### src/dcom_params.svh
// Constants for the drive command object map
`ifndef DCOM_PARAMS_SVH
`define DCOM_PARAMS_SVH
// ==========================================
// Object indices
`define DCOM_IDX_RUN 16'h2000
`define DCOM_IDX_SPD 16'h2010
`define DCOM_IDX_TRQ 16'h2020
`define DCOM_IDX_TCMP 16'h2030
`define DCOM_IDX_RDREQ 16'h2040
`define DCOM_IDX_WRREQ 16'h2050
`define DCOM_IDX_RDRSP 16'h2140
`define DCOM_IDX_WRRSP 16'h2150
// ==========================================
// Drive register addresses
`define DCOM_REG_RUN 16'h0001
`define DCOM_REG_SPD 16'h0002
`define DCOM_REG_TRQ 16'h0004
`define DCOM_REG_TCMP 16'h0005
// ==========================================
// Field positions and values
`define DCOM_BIT_FWD 0
`define DCOM_BIT_REV 1
`define DCOM_BIT_TERM_LO 2
`define DCOM_BIT_FAULT 8
`define DCOM_BIT_RESET 9
`define DCOM_RUN_SRC_NET 2'h3
`define DCOM_CTRL_SPEED 1'h0
`define DCOM_TRQ_SRC_NET 2'h1
`define DCOM_RESET_WORD 16'h0000
// ==========================================
// Timing at 10 MHz
`define DCOM_CLK_HZ 10000000
`define DCOM_IN_CYCLE_US 2000
`define DCOM_OUT_SLOW_US 8000
`define DCOM_IN_TICKS (`DCOM_CLK_HZ / 1000000 * `DCOM_IN_CYCLE_US)
`define DCOM_SLOW_DIV (`DCOM_OUT_SLOW_US / `DCOM_IN_CYCLE_US)
`endif

### src/dcom_pkg.sv
// Types for the drive command object map
package dcom_pkg;
    typedef enum logic [3:0] {
        DCOM_IDLE = 4'h1,
        DCOM_ISSUE = 4'h2,
        DCOM_WAIT = 4'h4,
        DCOM_DONE = 4'h8
    } dcom_state_t;
    typedef enum logic [1:0] {
        DCOM_UNIT_HZ = 2'h0,
        DCOM_UNIT_PCT = 2'h1,
        DCOM_UNIT_RPM = 2'h2,
        DCOM_UNIT_USER = 2'h3
    } dcom_unit_t;
endpackage

### src/dcom_tick.sv
// Processing cycle tick generator
`timescale 1ns/1ps
`include "dcom_params.svh"
module dcom_tick #(
    parameter int unsigned TICKS = `DCOM_IN_TICKS
) (
    input wire logic sys_clk, // System clock
    input wire logic resetn, // Sync reset, active low
    input wire logic clk_en, // Clock enable
    output logic tick_fast, // 2 ms pulse
    output logic tick_slow // 8 ms pulse
);
    typedef struct packed {
        logic [31:0] cnt;
        logic [1:0] div;
    } dcom_tick_st_t;
    dcom_tick_st_t st_ff, nxt_st;
    // Count down one processing cycle; every fourth is slow
    always_comb begin
        nxt_st = st_ff;
        if (st_ff.cnt == 32'h0) begin
            nxt_st.cnt = TICKS - 1;
            nxt_st.div = 2'(st_ff.div + 2'h1);
        end else begin
            nxt_st.cnt = st_ff.cnt - 32'h1;
        end
    end
    always_ff @(posedge sys_clk) begin
        if (!resetn) begin
            st_ff <= '0;
        end else if (clk_en) begin
            st_ff <= nxt_st;
        end
    end
    assign tick_fast = clk_en && (st_ff.cnt == 32'h0);
    assign tick_slow = tick_fast && (st_ff.div == 2'(`DCOM_SLOW_DIV - 1));
endmodule

### src/dcom_core.sv
// Drive command object map: object decode and drive register access
`timescale 1ns/1ps
`include "dcom_params.svh"
module dcom_core #(
    parameter int unsigned TICKS = `DCOM_IN_TICKS
) (
    input wire logic sys_clk, // System clock
    input wire logic resetn, // Sync reset, active low
    input wire logic clk_en, // Clock enable
    // Object access from the master
    input wire logic obj_wr, // Object write strobe
    input wire logic obj_rd, // Object read strobe
    input wire logic [15:0] obj_index, // Object index
    input wire logic [7:0] obj_sub, // Subindex
    input wire logic [31:0] obj_wdata, // Write data
    output logic [31:0] obj_rdata, // Read data
    output logic obj_ack, // Access answered
    output logic obj_err, // Unknown object, or write to a response object
    // Drive settings
    input wire logic [1:0] run_command_source, // Run source
    input wire logic control_selection, // 0 speed, 1 torque
    input wire logic [1:0] speed_display_unit, // Speed unit
    input wire logic [1:0] torque_reference_source, // Torque source
    // Decoded drive controls
    output logic run_forward, // Forward run request
    output logic run_reverse, // Reverse run request
    output logic [5:0] input_terminal, // Virtual terminals 3..8
    output logic network_external_fault, // External fault
    output logic fault_reset, // Fault reset
    output logic [15:0] speed_reference, // Speed reference
    output logic [15:0] speed_limit, // Speed limit
    output logic [1:0] speed_unit, // Unit of speed values
    output logic [15:0] torque_reference, // Torque reference
    output logic [15:0] torque_limit, // Torque limit
    output logic torque_valid, // Torque object in use
    output logic [15:0] torque_compensation_out, // Torque compensation
    output logic tick_slow, // Slow output update strobe
    // Drive register interface
    output logic drv_req, // Register request
    output logic drv_we, // Write when high
    output logic [15:0] drive_register_address, // Register address
    output logic [15:0] drv_wdata, // Register write data
    input wire logic drv_ack, // Register answer
    input wire logic [15:0] drv_rdata // Register read data
);
    // ==========================================
    // State
    typedef struct packed {
        dcom_pkg::dcom_state_t fsm;
        logic [15:0] run_cmd;
        logic [15:0] spd;
        logic [15:0] trq;
        logic [15:0] tcmp;
        logic [31:0] rd_req;
        logic [31:0] wr_req;
        logic rd_pend;
        logic wr_pend;
        logic cur_we;
        logic [2:0] slot;
        logic [31:0] rd_rsp;
        logic [31:0] wr_rsp;
        logic [31:0] rdata;
        logic ack;
        logic err;
        logic [15:0] o_run;
        logic [15:0] o_spd;
        logic [15:0] o_trq;
        logic [15:0] o_tcmp;
        logic req;
        logic we;
        logic [15:0] addr;
        logic [15:0] wdata;
    } dcom_st_t;
    dcom_st_t st_ff, nxt_st;
    logic tick_fast;
    logic run_ok;
    logic trq_ok;
    // ==========================================
    // Processing cycle
    dcom_tick #(
        .TICKS(TICKS)
    ) u_tick (
        .sys_clk(sys_clk),
        .resetn(resetn),
        .clk_en(clk_en),
        .tick_fast(tick_fast),
        .tick_slow(tick_slow)
    );
    // Decode an object read
    function automatic logic [32:0] rd_obj(input dcom_st_t s,
            input logic [15:0] idx, input logic [7:0] sub);
        logic [32:0] r;
        r = {1'b0, 32'h0};
        case (idx)
            `DCOM_IDX_RUN: begin
                if (sub == 8'h2) begin
                    r[31:0] = {16'h0, `DCOM_REG_RUN};
                end else begin
                    r[31:0] = {16'h0, s.run_cmd};
                end
            end
            `DCOM_IDX_SPD: begin
                if (sub == 8'h2) begin
                    r[31:0] = {16'h0, `DCOM_REG_SPD};
                end else begin
                    r[31:0] = {16'h0, s.spd};
                end
            end
            `DCOM_IDX_TRQ: begin
                if (sub == 8'h2) begin
                    r[31:0] = {16'h0, `DCOM_REG_TRQ};
                end else begin
                    r[31:0] = {16'h0, s.trq};
                end
            end
            `DCOM_IDX_TCMP: begin
                if (sub == 8'h2) begin
                    r[31:0] = {16'h0, `DCOM_REG_TCMP};
                end else begin
                    r[31:0] = {16'h0, s.tcmp};
                end
            end
            `DCOM_IDX_RDREQ: begin
                r[31:0] = (sub == 8'h0) ? 32'h1 : s.rd_req;
            end
            `DCOM_IDX_WRREQ: begin
                r[31:0] = (sub == 8'h0) ? 32'h1 : s.wr_req;
            end
            `DCOM_IDX_RDRSP: begin
                r[31:0] = s.rd_rsp;
            end
            `DCOM_IDX_WRRSP: begin
                r[31:0] = s.wr_rsp;
            end
            default: begin
                r[32] = 1'b1;
            end
        endcase
        return r;
    endfunction
    // ==========================================
    // Next state
    always_comb begin
        logic [32:0] rr;
        logic wr_known;
        rr = rd_obj(st_ff, obj_index, obj_sub);
        wr_known = 1'b0;
        nxt_st = st_ff;
        nxt_st.ack = 1'b0;
        nxt_st.err = 1'b0;
        // Object writes; address subindexes stay read-only
        if (obj_wr) begin
            wr_known = 1'b1;
            case (obj_index)
                `DCOM_IDX_RUN: begin
                    if (obj_sub != 8'h2) begin
                        nxt_st.run_cmd = obj_wdata[15:0];
                    end
                end
                `DCOM_IDX_SPD: begin
                    if (obj_sub != 8'h2) begin
                        nxt_st.spd = obj_wdata[15:0];
                    end
                end
                `DCOM_IDX_TRQ: begin
                    if (obj_sub != 8'h2) begin
                        nxt_st.trq = obj_wdata[15:0];
                    end
                end
                `DCOM_IDX_TCMP: begin
                    if (obj_sub != 8'h2) begin
                        nxt_st.tcmp = obj_wdata[15:0];
                    end
                end
                `DCOM_IDX_RDREQ: begin
                    nxt_st.rd_req = obj_wdata;
                    nxt_st.rd_pend = 1'b1;
                end
                `DCOM_IDX_WRREQ: begin
                    nxt_st.wr_req = obj_wdata;
                    nxt_st.wr_pend = 1'b1;
                end
                default: begin
                    wr_known = 1'b0;
                end
            endcase
            nxt_st.ack = 1'b1;
            nxt_st.err = !wr_known;
        end else if (obj_rd) begin
            nxt_st.rdata = rr[31:0];
            nxt_st.ack = 1'b1;
            nxt_st.err = rr[32];
        end
        // Snapshot inputs once per processing cycle
        if (tick_fast) begin
            nxt_st.o_run = st_ff.run_cmd;
            nxt_st.o_spd = st_ff.spd;
            nxt_st.o_trq = st_ff.trq;
            nxt_st.o_tcmp = st_ff.tcmp;
        end
        // Drive register sequencer, one transfer at a time
        case (st_ff.fsm)
            dcom_pkg::DCOM_IDLE: begin
                if (tick_fast) begin
                    nxt_st.slot = 3'h0;
                    nxt_st.fsm = dcom_pkg::DCOM_ISSUE;
                end
            end
            dcom_pkg::DCOM_ISSUE: begin
                nxt_st.req = 1'b1;
                nxt_st.we = 1'b1;
                nxt_st.cur_we = 1'b1;
                nxt_st.fsm = dcom_pkg::DCOM_WAIT;
                case (st_ff.slot)
                    3'h0: begin
                        nxt_st.addr = `DCOM_REG_RUN;
                        nxt_st.wdata = st_ff.o_run;
                    end
                    3'h1: begin
                        nxt_st.addr = `DCOM_REG_SPD;
                        nxt_st.wdata = st_ff.o_spd;
                    end
                    3'h2: begin
                        nxt_st.addr = `DCOM_REG_TRQ;
                        nxt_st.wdata = st_ff.o_trq;
                    end
                    3'h3: begin
                        nxt_st.addr = `DCOM_REG_TCMP;
                        nxt_st.wdata = st_ff.o_tcmp;
                    end
                    3'h4: begin
                        nxt_st.we = 1'b0;
                        nxt_st.cur_we = 1'b0;
                        nxt_st.addr = st_ff.rd_req[31:16];
                        nxt_st.wdata = 16'h0;
                        nxt_st.req = st_ff.rd_pend;
                        if (!st_ff.rd_pend) begin
                            nxt_st.fsm = dcom_pkg::DCOM_DONE;
                        end
                    end
                    default: begin
                        nxt_st.addr = st_ff.wr_req[31:16];
                        nxt_st.wdata = st_ff.wr_req[15:0];
                        nxt_st.req = st_ff.wr_pend;
                        if (!st_ff.wr_pend) begin
                            nxt_st.fsm = dcom_pkg::DCOM_DONE;
                        end
                    end
                endcase
            end
            dcom_pkg::DCOM_WAIT: begin
                if (drv_ack) begin
                    nxt_st.req = 1'b0;
                    nxt_st.fsm = dcom_pkg::DCOM_DONE;
                    if (st_ff.slot == 3'h4) begin
                        nxt_st.rd_rsp = {16'h0, drv_rdata};
                        nxt_st.rd_pend = 1'b0;
                    end else if (st_ff.slot == 3'h5) begin
                        nxt_st.wr_rsp = st_ff.wr_req;
                        nxt_st.wr_pend = 1'b0;
                    end
                end
            end
            dcom_pkg::DCOM_DONE: begin
                nxt_st.req = 1'b0;
                if (st_ff.slot == 3'h5) begin
                    nxt_st.fsm = dcom_pkg::DCOM_IDLE;
                end else begin
                    nxt_st.slot = 3'(st_ff.slot + 3'h1);
                    nxt_st.fsm = dcom_pkg::DCOM_ISSUE;
                end
            end
            default: begin
                nxt_st.fsm = dcom_pkg::DCOM_IDLE;
            end
        endcase
        // New request arriving as the old one completes is kept
        if (obj_wr && obj_index == `DCOM_IDX_RDREQ) begin
            nxt_st.rd_pend = 1'b1;
        end
        if (obj_wr && obj_index == `DCOM_IDX_WRREQ) begin
            nxt_st.wr_pend = 1'b1;
        end
    end
    // ==========================================
    // Registers
    always_ff @(posedge sys_clk) begin
        if (!resetn) begin
            st_ff <= '0;
            st_ff.fsm <= dcom_pkg::DCOM_IDLE;
            st_ff.run_cmd <= `DCOM_RESET_WORD;
        end else if (clk_en) begin
            st_ff <= nxt_st;
        end
    end
    // ==========================================
    // Decoded controls from the latched snapshot
    assign run_ok = (run_command_source == `DCOM_RUN_SRC_NET);
    assign trq_ok = (torque_reference_source == `DCOM_TRQ_SRC_NET);
    assign run_forward = run_ok && st_ff.o_run[`DCOM_BIT_FWD];
    assign run_reverse = run_ok && st_ff.o_run[`DCOM_BIT_REV];
    // Bits 10..15 are never looked at
    assign input_terminal = st_ff.o_run[`DCOM_BIT_TERM_LO +: 6];
    assign network_external_fault = st_ff.o_run[`DCOM_BIT_FAULT];
    assign fault_reset = st_ff.o_run[`DCOM_BIT_RESET];
    // Speed role set by control selection
    assign speed_reference = (control_selection == `DCOM_CTRL_SPEED) ?
        st_ff.o_spd : 16'h0;
    assign speed_limit = (control_selection == `DCOM_CTRL_SPEED) ?
        16'h0 : st_ff.o_spd;
    assign speed_unit = speed_display_unit;
    // Torque in 0.1 percent, swapped role versus speed
    assign torque_valid = trq_ok;
    assign torque_reference = (trq_ok && control_selection) ?
        st_ff.o_trq : 16'h0;
    assign torque_limit = (trq_ok && !control_selection) ?
        st_ff.o_trq : 16'h0;
    assign torque_compensation_out = st_ff.o_tcmp;
    assign obj_rdata = st_ff.rdata;
    assign obj_ack = st_ff.ack;
    assign obj_err = st_ff.err;
    assign drv_req = st_ff.req;
    assign drv_we = st_ff.we;
    assign drive_register_address = st_ff.addr;
    assign drv_wdata = st_ff.wdata;
endmodule

### config.mk
export PLATFORM = sky130hd
export DESIGN_NAME = dcom_core
export DESIGN_NICKNAME = d
export VERILOG_FILES = /design/src/dcom_pkg.sv /design/src/dcom_tick.sv /design/src/dcom_core.sv
export VERILOG_INCLUDE_DIRS = /design/src
export SDC_FILE = /design/constraint.sdc
export NUM_CORES = 1
export LEC_CHECK = 0
export BUFFER_PORTS_ARGS = -buffer_cell sky130_fd_sc_hd__buf_2
export CAP_MARGIN = 30
export CORE_UTILIZATION = 25
export CTS_CLUSTER_SIZE = 12
export DETAILED_ROUTE_END_ITERATION = 10
export GPL_TIMING_DRIVEN = 1
export SLEW_MARGIN = 20
export SYNTH_ARGS = -nofsm -noshare
export SYNTH_HDL_FRONTEND = slang
export SYNTH_SLANG_ARGS = --single-unit
### constraint.sdc
create_clock -name sys_clk -period 2.15 [get_ports sys_clk]
set_clock_uncertainty 0.15 [all_clocks]
set_input_delay 0.215 -clock sys_clk [delete_from_list [all_inputs] [get_ports sys_clk]]
set_output_delay 0.215 -clock sys_clk [all_outputs]
set_load 0.02 [all_outputs]
==> impl_metrics.yaml <==
outcome:
  status: "complete, but fails checks"
  violations: "negative setup slack"
floorplan:
  core_um2: 63100
  io-pin-count: 247
  fp-row-count: 92
  initial_core_util_pct: 25.3
  die_y_um: 255
  dieArea_um2: 64800
  dieWidth_um: 255
global_route:
  grt_usage_pct: 16.7
  grt_pass1_wl_mm: 83.0
  grt_max_degree: 62
  antenna_found_initial: 7
  grt_pass1_vias: 13700
  overflow: 0
routing:
  routed_wirelength_mm: 56.9
  wl_met1_mm: 23.6
  dr_wl_met3_mm: 3.73
  drc: 0
  wl_met2_mm: 28.5
  viasPerCell: 4.78
  antenna_left: 0
  drt_pass1_iterations: 6
  wl_per_cell_um: 18.5
  highest_layer: "met5"
  num_vias: 14700
  drt_iter0_markers: 1074
worst_setup_path:
  critical_path_class: "register to register"
  startpoint: "u_tick.st_ff[29]"
  crit_required_ps: 2460
  endpoint_kind: "register"
  cp-start-kind: "register"
  critPathArrivalTime_ps: 2930
  worst-path-max-fanout: 6
  timing.rr.start: "u_tick.st_ff[29]"
synthesis:
  yosysSeqAreaShare_pct: 44.1
  yosysTopAreaCell: "dfxtp_1"
  synthTopCellsByArea: "dfxtp_1 44%, nand2_1 9.7%, a21oi_1 6.7%, mux2i_1 5.5%, buf_4 4.3%"
  synthCells: 1909
  syn-num-nets: 2001
  synthFlopType: "dfxtp_1"
  synth_common_cells: "412 x nand2_1, 351 x dfxtp_1, 212 x a21oi_1"
  yosys.cell_count.top_type: "nand2_1"
  netlist.area_leader.share_pct: 44.1
  async_reset_ff_share_pct: 0
  synth_cell_types: 67
  syn_area_um2: 15900
  synth.avg_cell_area_um2: 8.35
  synth_edf_count: 0
  ys_ff_latch: 351
  yosys_warnings: 0
clock_tree:
  clock-root-buffer: "clkbuf_16"
  path_clk_slew_ps: 60
  cts_tree: "built"
  clk_latency_ps: 530
  cts.sinks: 351
  h-tree-depth: 2
  numCtsBuffers: 39
  cts_buffer_depth: 3
sta:
  fin_setup_tns_ps: -26990
  hold_viol: 0
  relSlewSlack_pct: 55.4
  max_freq_mhz: 382
  rsz0062_at_grt: "true"
  setup_slack_ps: -471
  slew_viol_final: 0
  setup_viol_count_final: 70
  period_needed_ps: 2620
  fin_crit_sh_pct: 122
  tightest_slew_ps: 669
finish:
  layout-drive-gt1-share_pct: 27.1
  nets: 2288
  fin_cells: 3073
  area_delta_synth_final_pct: 33.1
pwr:
  p_leak_nw: 8.25
  total_power_w: 0.0181
  ir_drop_uv: 476
  pwr_density_cell_nw_per_um2: 851
place:
  port-buffer-count: 242
  dp_cells: 2918
  dp_slack_ps: -212
  place_congestion: 0.847
  hpwl_mm: 40.2
job:
  max_cap_viol_count: 0
min_path:
  hold_start: "clk_en"
  hold_class: "input pin to register"
-- cell families (layout without fill, tap and decap cells) --
family,after synthesis,in the layout,share of synthesized area [%]
buffers and inverters,237,549,8.00
and+or+nand+nor,756,756,21.9
other,0,6,0
muxes,103,103,7.50
AOI/OAI and AO/OA,427,427,16.4
DFF,351,351,44.1
xor gates and xnor gates,28,28,1.54
adders and majority gates,7,7,0.549
-- cell type report --
cell class / instances / area [um2]
antenna: 6 / 15.0
inverter: 9 / 41.3
tap: 846 / 1060
timing repair buffer: 474 / 3780
sequential: 351 / 7030
multi-input combinational: 1321 / 8100
clock inverter: 9 / 101
fill: 6625 / 41900
clock buffer: 57 / 1080
-- flip-flops by register name, summed over array words and instances (netlist names), 6 cells and up --
signal	flops
torque_compensation_out	16
st_ff	225
u_tick.st_ff	34
input_terminal	6
drv_wdata	16
drive_register_address	16
obj_rdata	32
-- layout by cell type (no fill, tap or decap), drive strengths merged, types with 21 or more instances in the layout --
cell type and instances:
a211oi 21, a21oi 212, a22oi 79, and2 51, and3 21, buf 419, clkbuf 60, dfxtp 351
dlygate4sd3 52, mux2i 88, nand2 412, nand3 25, nor2 113, nor2b 28, nor3 29, nor4 22
o21ai 43
-- per-stage QoR --
| step | utilization (%) | hold slack, ps | cell area [um2] |
|---|---|---|---|
| 2_1_floorplan | - | 205 | 16100 |
| 3_5_place_dp | 29.5 | 280 | 18600 |
| 5_1_grt | 33.6 | 29.1 | 21200 |
| 6_report | 33.6 | 12.1 | 21200 |
| 3_3_place_gp | 29.5 | 280 | 18600 |
| 4_1_cts | 32.9 | 150 | 20800 |
-- what timing repair did --
item | 4_1_cts | 5_1_grt
endpoints found under the setup margin | 73 | 135
hold buffers | 53 | 0
gates cloned | 8 | 4
resized for setup | 31 | 82
pin swaps | 48 | 44
buffers inserted | 11 | 13
hold endpoints to repair | 152 | 0
-- worst max-delay path: stages (launching register included) --
cell       delay [ps]
dfxtp_2           320
or4_4             530
or3_4             360
buf_4             150
buf_6             110
nor4_4            130
buf_6             180
buf_12            160
buf_12            120
clkbuf_16         140
nand2_1            50
a21oi_1           130
-- metal layers --
metal	vias to the layer above	GRT usage [%]
met5	-	0
met4	4	3.59
met3	74	3.47
met2	433	29.7
met1	7032	20.7
li1	7146	-
-- power by group --
part           leakage (nW)  total, W  switching (W)  internal [W]
clock network         0.578   0.00644        0.00272       0.00372
logic                  4.84   0.00468        0.00223       0.00245
registers              2.83   0.00695       0.000207       0.00674
-- worst paths after layout --
kind / end / slack [ps] / depth (start not counted)
hold / removal: u_tick.st_ff[3] / 10 / 4
setup / recovery: st_ff[62] / -470 / 11
setup reg to reg: st_ff[62] / -470 / 11
hold reg to reg: drv_wdata[15] / 300 / 2
(Power assumes the default switching activity.)
